--- src/design/seq_cfg_pkg.sv ---
// Constants and carriers for the sequencer configuration register bank
`default_nettype none
package seq_cfg_pkg;
    localparam int          DATA_W          = 16;
    localparam int          CHANNELS        = 6;
    localparam int          STEP_W          = 5;
    // Command bytes
    localparam logic [7:0]  CMD_WRITE_GUARD = 8'h00;
    localparam logic [7:0]  CMD_CUSTOMER    = 8'h01;
    localparam logic [7:0]  CMD_ONOFF       = 8'h02;
    localparam logic [7:0]  CMD_RANGE       = 8'h03;
    // Write guard fields
    localparam int          GUARD_SOFT_BIT  = 0;
    localparam int          GUARD_PIN_BIT   = 1;
    localparam int          KEY_LSB         = 2;
    localparam int          KEY_W           = 14;
    localparam logic [13:0] KEY_RESET       = 14'h0eaa;
    localparam logic        SOFT_RESET      = 1'b1;
    localparam logic [15:0] CUSTOMER_RESET  = 16'h0000;
    // On/off control fields
    localparam int          CTRL_W          = 7;
    localparam int          SEQ_QUAL_BIT    = 0;
    localparam int          POLARITY_BIT    = 1;
    localparam int          ON_MASK_BIT     = 2;
    localparam int          SER_MASK_BIT    = 3;
    localparam int          SER_ON_BIT      = 4;
    localparam int          DISCH_START_BIT = 5;
    localparam int          MARGIN_BIT      = 6;
    localparam logic [6:0]  CTRL_RESET      = 7'h00;
    // Range select
    localparam int          RANGE_W         = 12;
    localparam logic [11:0] RANGE_RESET     = 12'h055;
    localparam logic [1:0]  RANGE_HIGH      = 2'h0;
    localparam logic [1:0]  RANGE_LOW       = 2'h1;
    localparam logic [1:0]  RANGE_ADJ_POS   = 2'h2;
    localparam logic [1:0]  RANGE_ADJ_NEG   = 2'h3;
    // Threshold step per code, in millivolts
    localparam logic [4:0]  STEP_HIGH_MV    = 5'h14;
    localparam logic [4:0]  STEP_LOW_MV     = 5'h0a;
    localparam logic [4:0]  STEP_ADJ_MV     = 5'h04;

    typedef struct packed {
        logic        valid;
        logic        write;
        logic [7:0]  code;
        logic [15:0] data;
    } cmd_t;

    typedef struct packed {
        logic        ack;
        logic [15:0] data;
    } resp_t;

    function automatic logic [4:0] rangeStep(input logic [1:0] sel);
        unique case (sel)
            RANGE_HIGH: rangeStep = STEP_HIGH_MV;
            RANGE_LOW:  rangeStep = STEP_LOW_MV;
            default:    rangeStep = STEP_ADJ_MV;
        endcase
    endfunction : rangeStep
endpackage : seq_cfg_pkg
`default_nettype wire

--- src/design/pin_sync.sv ---
// Three-stage pin synchroniser with agreement filter
`default_nettype none
module pin_sync
    import seq_cfg_pkg::*;
#(
    parameter int           WIDTH = 3,
    parameter logic [2:0]   INIT  = 3'h0
) (
    input  wire logic             clock,
    input  wire logic             rst_n,
    input  wire logic [WIDTH-1:0] pinIn,
    output logic      [WIDTH-1:0] level
);
    logic [WIDTH-1:0] stage1;
    logic [WIDTH-1:0] stage2;
    logic [WIDTH-1:0] stage3;

    always_ff @(posedge clock) begin
        if (!rst_n) begin
            stage1 <= INIT[WIDTH-1:0];
            stage2 <= INIT[WIDTH-1:0];
            stage3 <= INIT[WIDTH-1:0];
        end else begin
            stage1 <= pinIn;
            stage2 <= stage1;
            stage3 <= stage2;
        end
    end

    // Stage one feeds stage two only; agreement of two and three counts
    always_ff @(posedge clock) begin
        if (!rst_n) begin
            level <= INIT[WIDTH-1:0];
        end else begin
            for (int i = 0; i < WIDTH; i++) begin
                if (stage2[i] == stage3[i]) begin
                    level[i] <= stage3[i];
                end
            end
        end
    end
endmodule : pin_sync
`default_nettype wire

--- src/design/range_decode.sv ---
// Per-channel comparator range decode: step size and discharge polarity
`default_nettype none
module range_decode
    import seq_cfg_pkg::*;
(
    input  wire logic                       clock,
    input  wire logic                       rst_n,
    input  wire logic [RANGE_W-1:0]         rangeSel,
    output logic      [CHANNELS*STEP_W-1:0] stepMv,
    output logic      [CHANNELS-1:0]        dischargeNegative
);
    always_ff @(posedge clock) begin
        if (!rst_n) begin
            stepMv            <= '0;
            dischargeNegative <= '0;
        end else begin
            for (int c = 0; c < CHANNELS; c++) begin
                stepMv[c*STEP_W +: STEP_W] <= rangeStep(rangeSel[2*c +: 2]);
                dischargeNegative[c] <= (rangeSel[2*c +: 2] == RANGE_ADJ_NEG);
            end
        end
    end
endmodule : range_decode
`default_nettype wire

--- src/design/sequencer_control_config_regs.sv ---
// Configuration register bank of the six-channel supply sequencer
//
// Overview of operation
// - Any set software or pin lock blocks every configuration write except a key-match unlock of the guard word under soft lock alone.
// - Soft lock clears only on key match in 15:2 with 1:0 zero.
// - Bit 1 of the guard word reads the live write-protect pin.
// - Key may change only while unlocked; locked key stays unchanged.
// - Reads always allowed; protected writes acknowledged but change nothing.
// - Reset key is 0x0EAA and soft lock resets to locked.
// - Customer word is a scratchpad, reset value zero.
// - Control bit 7 reads internal on state, held by freeze.
// - Margin bit or margin pin lets reset output pull high.
// - Discharge-start bit blocks sequence-up until selected supplies discharged.
// - Serial on bit 4 obeyed only while mask bit 3 set.
// - Both masks clear holds down; both set needs serial and pin.
// - Mask bit 2 clear ignores on pin; set listens to it.
// - Polarity bit inverts on pin sense, taking effect at once.
// - Event mode advances position once members fall below discharge.
// - Time mode advances after fall time; infinite timer waits decay.
// - Two-bit range per channel; 5,6 reset high, 1-4 low.
// - Range applies to both comparators; discharge polarity follows it.
// - Step per code is 20, 10 or 4 millivolts by range.
// - Commands 0x00 to 0x03 reach the four configuration words.
`default_nettype none
module sequencer_control_config_regs
    import seq_cfg_pkg::*;
(
    input  wire logic                       clock,
    input  wire logic                       rst_n,
    input  wire cmd_t                       cmd,
    output resp_t                           resp,
    input  wire logic                       writeProtectPin,
    input  wire logic                       onPin,
    input  wire logic                       margin_input_n,
    input  wire logic                       freezeMode,
    input  wire logic                       supervisorGood,
    input  wire logic                       seqDownActive,
    input  wire logic [CHANNELS-1:0]        seqSelected,
    input  wire logic [CHANNELS-1:0]        positionMembers,
    input  wire logic [CHANNELS-1:0]        belowDischarge,
    input  wire logic [CHANNELS-1:0]        fallTimeElapsed,
    input  wire logic [CHANNELS-1:0]        fallTimerInfinite,
    output logic                            onState,
    output logic                            sequenceUpStart,
    output logic                            position_advance_clock,
    output logic                            system_reset_out_n,
    output logic                            systemResetOe,
    output logic [RANGE_W-1:0]              rangeSelect,
    output logic [CHANNELS*STEP_W-1:0]      stepMv,
    output logic [CHANNELS-1:0]             dischargeNegative
);
    logic [2:0]        pinLevels;
    logic              pinGuardLevel;
    logic              onLevel;
    logic              marginPinN;
    logic              soft_write_guard;
    logic [KEY_W-1:0]  unlockKey;
    logic [15:0]       customerCode;
    logic [CTRL_W-1:0] control;
    logic              locked;
    logic              guardWrite;
    logic              keyMatch;
    logic              cfgWrite;
    logic              onInput;
    logic              next_onState;
    logic              advanceReady;
    logic              advanceReadyPrev;
    logic              releaseReset;
    logic              allDischarged;

    pin_sync #(
        .WIDTH (3),
        .INIT  (3'h4)
    ) u_pin_sync (
        .clock (clock),
        .rst_n (rst_n),
        .pinIn ({margin_input_n, onPin, writeProtectPin}),
        .level (pinLevels)
    );

    assign pinGuardLevel = pinLevels[0];
    assign onLevel       = pinLevels[1];
    assign marginPinN    = pinLevels[2];

    range_decode u_range_decode (
        .clock             (clock),
        .rst_n             (rst_n),
        .rangeSel          (rangeSelect),
        .stepMv            (stepMv),
        .dischargeNegative (dischargeNegative)
    );

    // Write protection
    assign locked     = soft_write_guard | pinGuardLevel;
    assign guardWrite = cmd.valid & cmd.write & (cmd.code == CMD_WRITE_GUARD);
    assign keyMatch   = (cmd.data[15:KEY_LSB] == unlockKey)
                      & (cmd.data[GUARD_PIN_BIT:GUARD_SOFT_BIT] == 2'h0);
    assign cfgWrite   = cmd.valid & cmd.write & !locked;

    // Pin lock also blocks unlocking, so a held pin always wins
    always_ff @(posedge clock) begin
        if (!rst_n) begin
            soft_write_guard <= SOFT_RESET;
        end else if (guardWrite && !pinGuardLevel) begin
            if (soft_write_guard) begin
                if (keyMatch) begin
                    soft_write_guard <= 1'b0;
                end
            end else begin
                soft_write_guard <= cmd.data[GUARD_SOFT_BIT];
            end
        end
    end

    always_ff @(posedge clock) begin
        if (!rst_n) begin
            unlockKey <= KEY_RESET;
        end else if (guardWrite && !locked) begin
            unlockKey <= cmd.data[15:KEY_LSB];
        end
    end

    always_ff @(posedge clock) begin
        if (!rst_n) begin
            customerCode <= CUSTOMER_RESET;
        end else if (cfgWrite && cmd.code == CMD_CUSTOMER) begin
            customerCode <= cmd.data;
        end
    end

    always_ff @(posedge clock) begin
        if (!rst_n) begin
            control <= CTRL_RESET;
        end else if (cfgWrite && cmd.code == CMD_ONOFF) begin
            control <= cmd.data[CTRL_W-1:0];
        end
    end

    always_ff @(posedge clock) begin
        if (!rst_n) begin
            rangeSelect <= RANGE_RESET;
        end else if (cfgWrite && cmd.code == CMD_RANGE) begin
            rangeSelect <= cmd.data[RANGE_W-1:0];
        end
    end

    // Reads are never gated; every command is acknowledged
    always_ff @(posedge clock) begin
        if (!rst_n) begin
            resp <= '0;
        end else begin
            resp.ack <= cmd.valid;
            if (cmd.valid && !cmd.write) begin
                unique case (cmd.code)
                    CMD_WRITE_GUARD:
                        resp.data <= {unlockKey, pinGuardLevel,
                                      soft_write_guard};
                    CMD_CUSTOMER:
                        resp.data <= customerCode;
                    CMD_ONOFF:
                        resp.data <= {8'h00, onState, control[6:0]};
                    CMD_RANGE:
                        resp.data <= {4'h0, rangeSelect};
                    default:
                        resp.data <= 16'h0000;
                endcase
            end
        end
    end

    // Internal on state
    assign onInput = onLevel ^ control[POLARITY_BIT];

    always_comb begin
        unique case ({control[SER_MASK_BIT], control[ON_MASK_BIT]})
            2'h0: next_onState = 1'b0;
            2'h2: next_onState = control[SER_ON_BIT];
            2'h1: next_onState = onInput;
            default: next_onState = control[SER_ON_BIT] & onInput;
        endcase
    end

    // Freeze holds the last decision rather than forcing a level
    always_ff @(posedge clock) begin
        if (!rst_n) begin
            onState <= 1'b0;
        end else if (!freezeMode) begin
            onState <= next_onState;
        end
    end

    assign allDischarged = &(belowDischarge | ~seqSelected);
    assign sequenceUpStart = onState
                           & (!control[DISCH_START_BIT] | allDischarged);

    // Margin and reset output, open drain: enable means pulling low
    assign releaseReset = control[MARGIN_BIT] | !marginPinN
                        | supervisorGood;

    always_ff @(posedge clock) begin
        if (!rst_n) begin
            system_reset_out_n <= 1'b0;
            systemResetOe      <= 1'b1;
        end else begin
            system_reset_out_n <= releaseReset;
            systemResetOe      <= !releaseReset;
        end
    end

    // Position advance during sequence-down
    always_comb begin
        advanceReady = seqDownActive;
        for (int c = 0; c < CHANNELS; c++) begin
            if (positionMembers[c]) begin
                if (control[SEQ_QUAL_BIT] && !fallTimerInfinite[c]) begin
                    advanceReady = advanceReady & fallTimeElapsed[c];
                end else begin
                    advanceReady = advanceReady & belowDischarge[c];
                end
            end
        end
    end

    always_ff @(posedge clock) begin
        if (!rst_n) begin
            advanceReadyPrev       <= 1'b0;
            position_advance_clock <= 1'b0;
        end else begin
            advanceReadyPrev       <= advanceReady;
            position_advance_clock <= advanceReady & !advanceReadyPrev;
        end
    end
endmodule : sequencer_control_config_regs
`default_nettype wire

--- config.mk ---
export PLATFORM = sky130hd
export DESIGN_NAME = sequencer_control_config_regs
export DESIGN_NICKNAME = d
export VERILOG_FILES = /design/src/design/seq_cfg_pkg.sv /design/src/design/pin_sync.sv /design/src/design/range_decode.sv /design/src/design/sequencer_control_config_regs.sv
export SDC_FILE = /design/constraint.sdc
export NUM_CORES = 1
export LEC_CHECK = 0
export ABC_AREA = 0
export BUFFER_PORTS_ARGS = -buffer_cell sky130_fd_sc_hd__buf_4
export CAP_MARGIN = 10
export CORE_UTILIZATION = 51
export CTS_CLUSTER_SIZE = 14
export DETAILED_ROUTE_END_ITERATION = 10
export PLACE_DENSITY = 0.76
export SLEW_MARGIN = 0
export SYNTH_ARGS = -nofsm -noshare
export SYNTH_HDL_FRONTEND = slang
export SYNTH_HIERARCHICAL = 1
export SYNTH_SLANG_ARGS = --single-unit
--- constraint.sdc ---
create_clock -name clock -period 2.1 [get_ports clock]
set_clock_uncertainty 0.15 [all_clocks]
set_input_delay 0.21 -clock clock [delete_from_list [all_inputs] [get_ports clock]]
set_output_delay 0.21 -clock clock [all_outputs]
set_load 0.03 [all_outputs]
==> results.md <==
- Iter 0 DRT Violations: 153
- DR vias/cell: 5.20
- Antenna viol nets, final: 0
- Htree depth: 3
- Period minus WS final: 2.00 ns
- Crit path required time: 2.24 ns
- CTS tree: yes
- Antenna violations before repair: 0
- CTS buffer count: 9
- Internal power: 2.84 mW
- Worst Tran Pin Value: 0.707 ns
- N_diodes: 0
- Max VDD drop: 0.333 mV
- First-pass GRT wire length: 16.5 mm
- Netlist cell types: 48
- Post-Synthesis Cells: 436
- Final WS setup: 0.0982 ns
- Final setup fails: 0
- GPL Wtd Cong: 0.802
- WS Path Type: reg2reg
- FILL cells: 686
- Nets: 648
- Tcrit/Tclk final: 95.3%
- Combinational power share: 10.3%
- NetSw: 0.941 mW
- Worst slew margin: 52.9%
- Clk_lat worst skew: 0.36 ns
- Multi-input logic area: 2120 um2
- Register area share after synthesis: 47.6%
- Area share of the largest cell type after synthesis: 47.6%
- Cell Rows: 34
- Syn_area_per_cell: 10.4 um2
- Die W: 96.4 um
- Total power per unit cell area: 625 nW/um2
- Worst setup SP type: flip-flop
- CP Data Arrival Time: 2.14 ns
- FMAX: 500 MHz
- Max-cap violation count: 0
- HPWL reported at the end of detailed placement: 7.65 mm
- IO Pins: 134
- Final Hold Fails: 0
- Hold WS: 0.0184 ns
- Die H: 96.4 um
- Starting Density: 52.3%
- Clock-pin slew on the worst setup and hold paths: 0.10 ns
- Total core area: 8680 um2
- Static Leak: 2.82 nW
- HP Class: in2reg
- Top sig layer: met4
- # DRC: 1
- Clock power share: 34.8%
- Pins over their slew limit: 0
- Met3 wire len: 505 um
- CTS root buffer: clkbuf_8
- Run status: finished with violations
- Cell count after placement: 654
- RSZ-0062 raised after global routing: false
- Sw Ratio: 24.9%
- Failing checks: DRC
- Setup WS pre-CTS: -0.0690 ns
- Post-route insts no fill: 697
- Gr usage total: 23.5%
- Syn. warnings: 6
- Routed WL per cell: 15.6 um
- Total grt overflow: 0
- Vias in the first global route: 3354
- Synthesized cell area: 4540 um2
- Largest net degree at the start of global routing: 83
- Die ar.: 9290 um2
- Post-route setup TNS: 0 ns
- Met1 WL: 4.82 mm
- Total wire length: 10.9 mm
- CP Max Fanout: 10
- Largest area contributor in the netlist: dfxtp_1
- Area added between synthesis and finish: 32.9%
- Sequential fraction of design power: 54.9%
- Register area: 2160 um2
- Clock Path Buffers: 2
- Power Total: 3.78 mW
- Via count: 3621
- Port bufs: 127
- Layout cells sized above 1: 32.3%
- WL met2: 5.38 mm
- CTS Sinks: 108
- FF+latch count, synth: 108
- Synth area leaders: dfxtp_1 48%, mux2i_1 13%, nand2_1 5.8%
- Crit. End Element: flip-flop
- Total iterations of the first detailed-routing run: 7
## logic make-up after synthesis
family,share of synthesized area [%]
AND/OR/NAND/NOR,17.3
flip-flops,47.6
multiplexers,17.7
buffers and inverters,6.25
AO/OA/AOI/OAI,8.15
XOR/XNOR,2.89
other,0.0826
## routing by layer
metal | track usage [%] | vias to the layer above
met2 | 39.2 | 109
met3 | 3.91 | 15
met4 | 7.72 | 0
li1 | - | 1791
met5 | 0 | -
met1 | 31.2 | 1706
## through the flow
step | area, um2 | util, %
global placement | 5560 | 64.1
global route | 6040 | 69.6
finish | 6040 | 69.6
floorplan | 4560 | -
CTS | 6040 | 69.6
detailed placement | 5560 | 64.1
## sequential cells by signal (all words and copies together) (netlist names), 3 cells and up
signal	cells
u_range_decode/dischargeNegative	6
u_pin_sync/stage3	3
resp	17
rangeSelect	12
customerCode	16
u_pin_sync/stage2	3
u_pin_sync/stage1	3
u_range_decode/stepMv	18
control	7
unlockKey	14
u_pin_sync/level	3
## cell usage in the layout, fill, tap and decap left out, types with 9 or more instances in the layout
master         instances
buf_4                142
clkbuf_8               9
dfxtp_1              108
dlygate4sd3_1         27
inv_1                 16
mux2i_1               58
nand2_1               70
nand2b_1              11
nor2b_1                9
xnor2_1               15
## worst max-delay path: stages, from the launching register on
cell	delay, ns
dfxtp_1	0.52
nand2b_1	0.12
mux2i_1	0.13
a22o_1	0.24
dlygate4sd3_1	0.55
a211oi_1	0.21
## power groups by stage
stage	clock network, mW	logic (mW)	registers, mW
finish	1.31	0.389	2.07
global route	1.43	0.416	2.08
CTS	1.33	0.388	2.07
detailed placement	0	0.345	2.12
global placement	0	0.340	2.12
floorplan	0	0.175	2.14
## final cells by class
type | instances | area share, %
timing repair buffer | 170 | 22.5
clock buffer | 9 | 2.05
inverter | 16 | 0.995
sequential | 108 | 35.8
clock inverter | 7 | 1.33
multi-input combinational | 279 | 35.1
tap | 108 | 2.24
## worst paths after layout
check                                                 start                           endpoint  slack [ns]  cells after the start
worst min register to register  advanceReadyPrev$_SDFF_PN0_  position_advance_clock$_SDFF_PN0_        0.28                      1
worst max-delay path                control[0]$_SDFFE_PN0P_        advanceReadyPrev$_SDFF_PN0_         0.1                      5
worst max register to register      control[0]$_SDFFE_PN0P_        advanceReadyPrev$_SDFF_PN0_         0.1                      5
worst min-delay path                     positionMembers[3]  position_advance_clock$_SDFF_PN0_        0.02                      3
## repair_timing
action | CTS | global route
hold buffers | 27 | 0
buffers inserted | 0 | 0
hold endpoints to repair | 37 | 0
gates resized for setup | 0 | 0
## synthesized netlist by cell type (all sizes together)
cell type / n
clkbuf: 16
mux2: 4
nor3: 1
nand4: 3
a2111oi: 1
nor4b: 1
mux4: 8
a21oi: 4
or2: 1
and3: 12
a22oi: 8
a22o: 1
nor2: 2
and3b: 2
inv: 16
nand2b: 11
nand3b: 3
nor3b: 7
and2: 10
nor4: 4
nor2b: 9
dfxtp: 108
o31ai: 2
o21ai: 3
a21boi: 8
nand2: 70
o2bb2ai: 4
a32o: 8
mux2i: 58
a2111o: 1
or4: 1
nand4bb: 1
or3: 1
a211oi: 4
nand3: 1
xnor2: 15
o22ai: 3
conb: 1
nor4bb: 1
buf: 22
(Power assumes the default switching activity.)
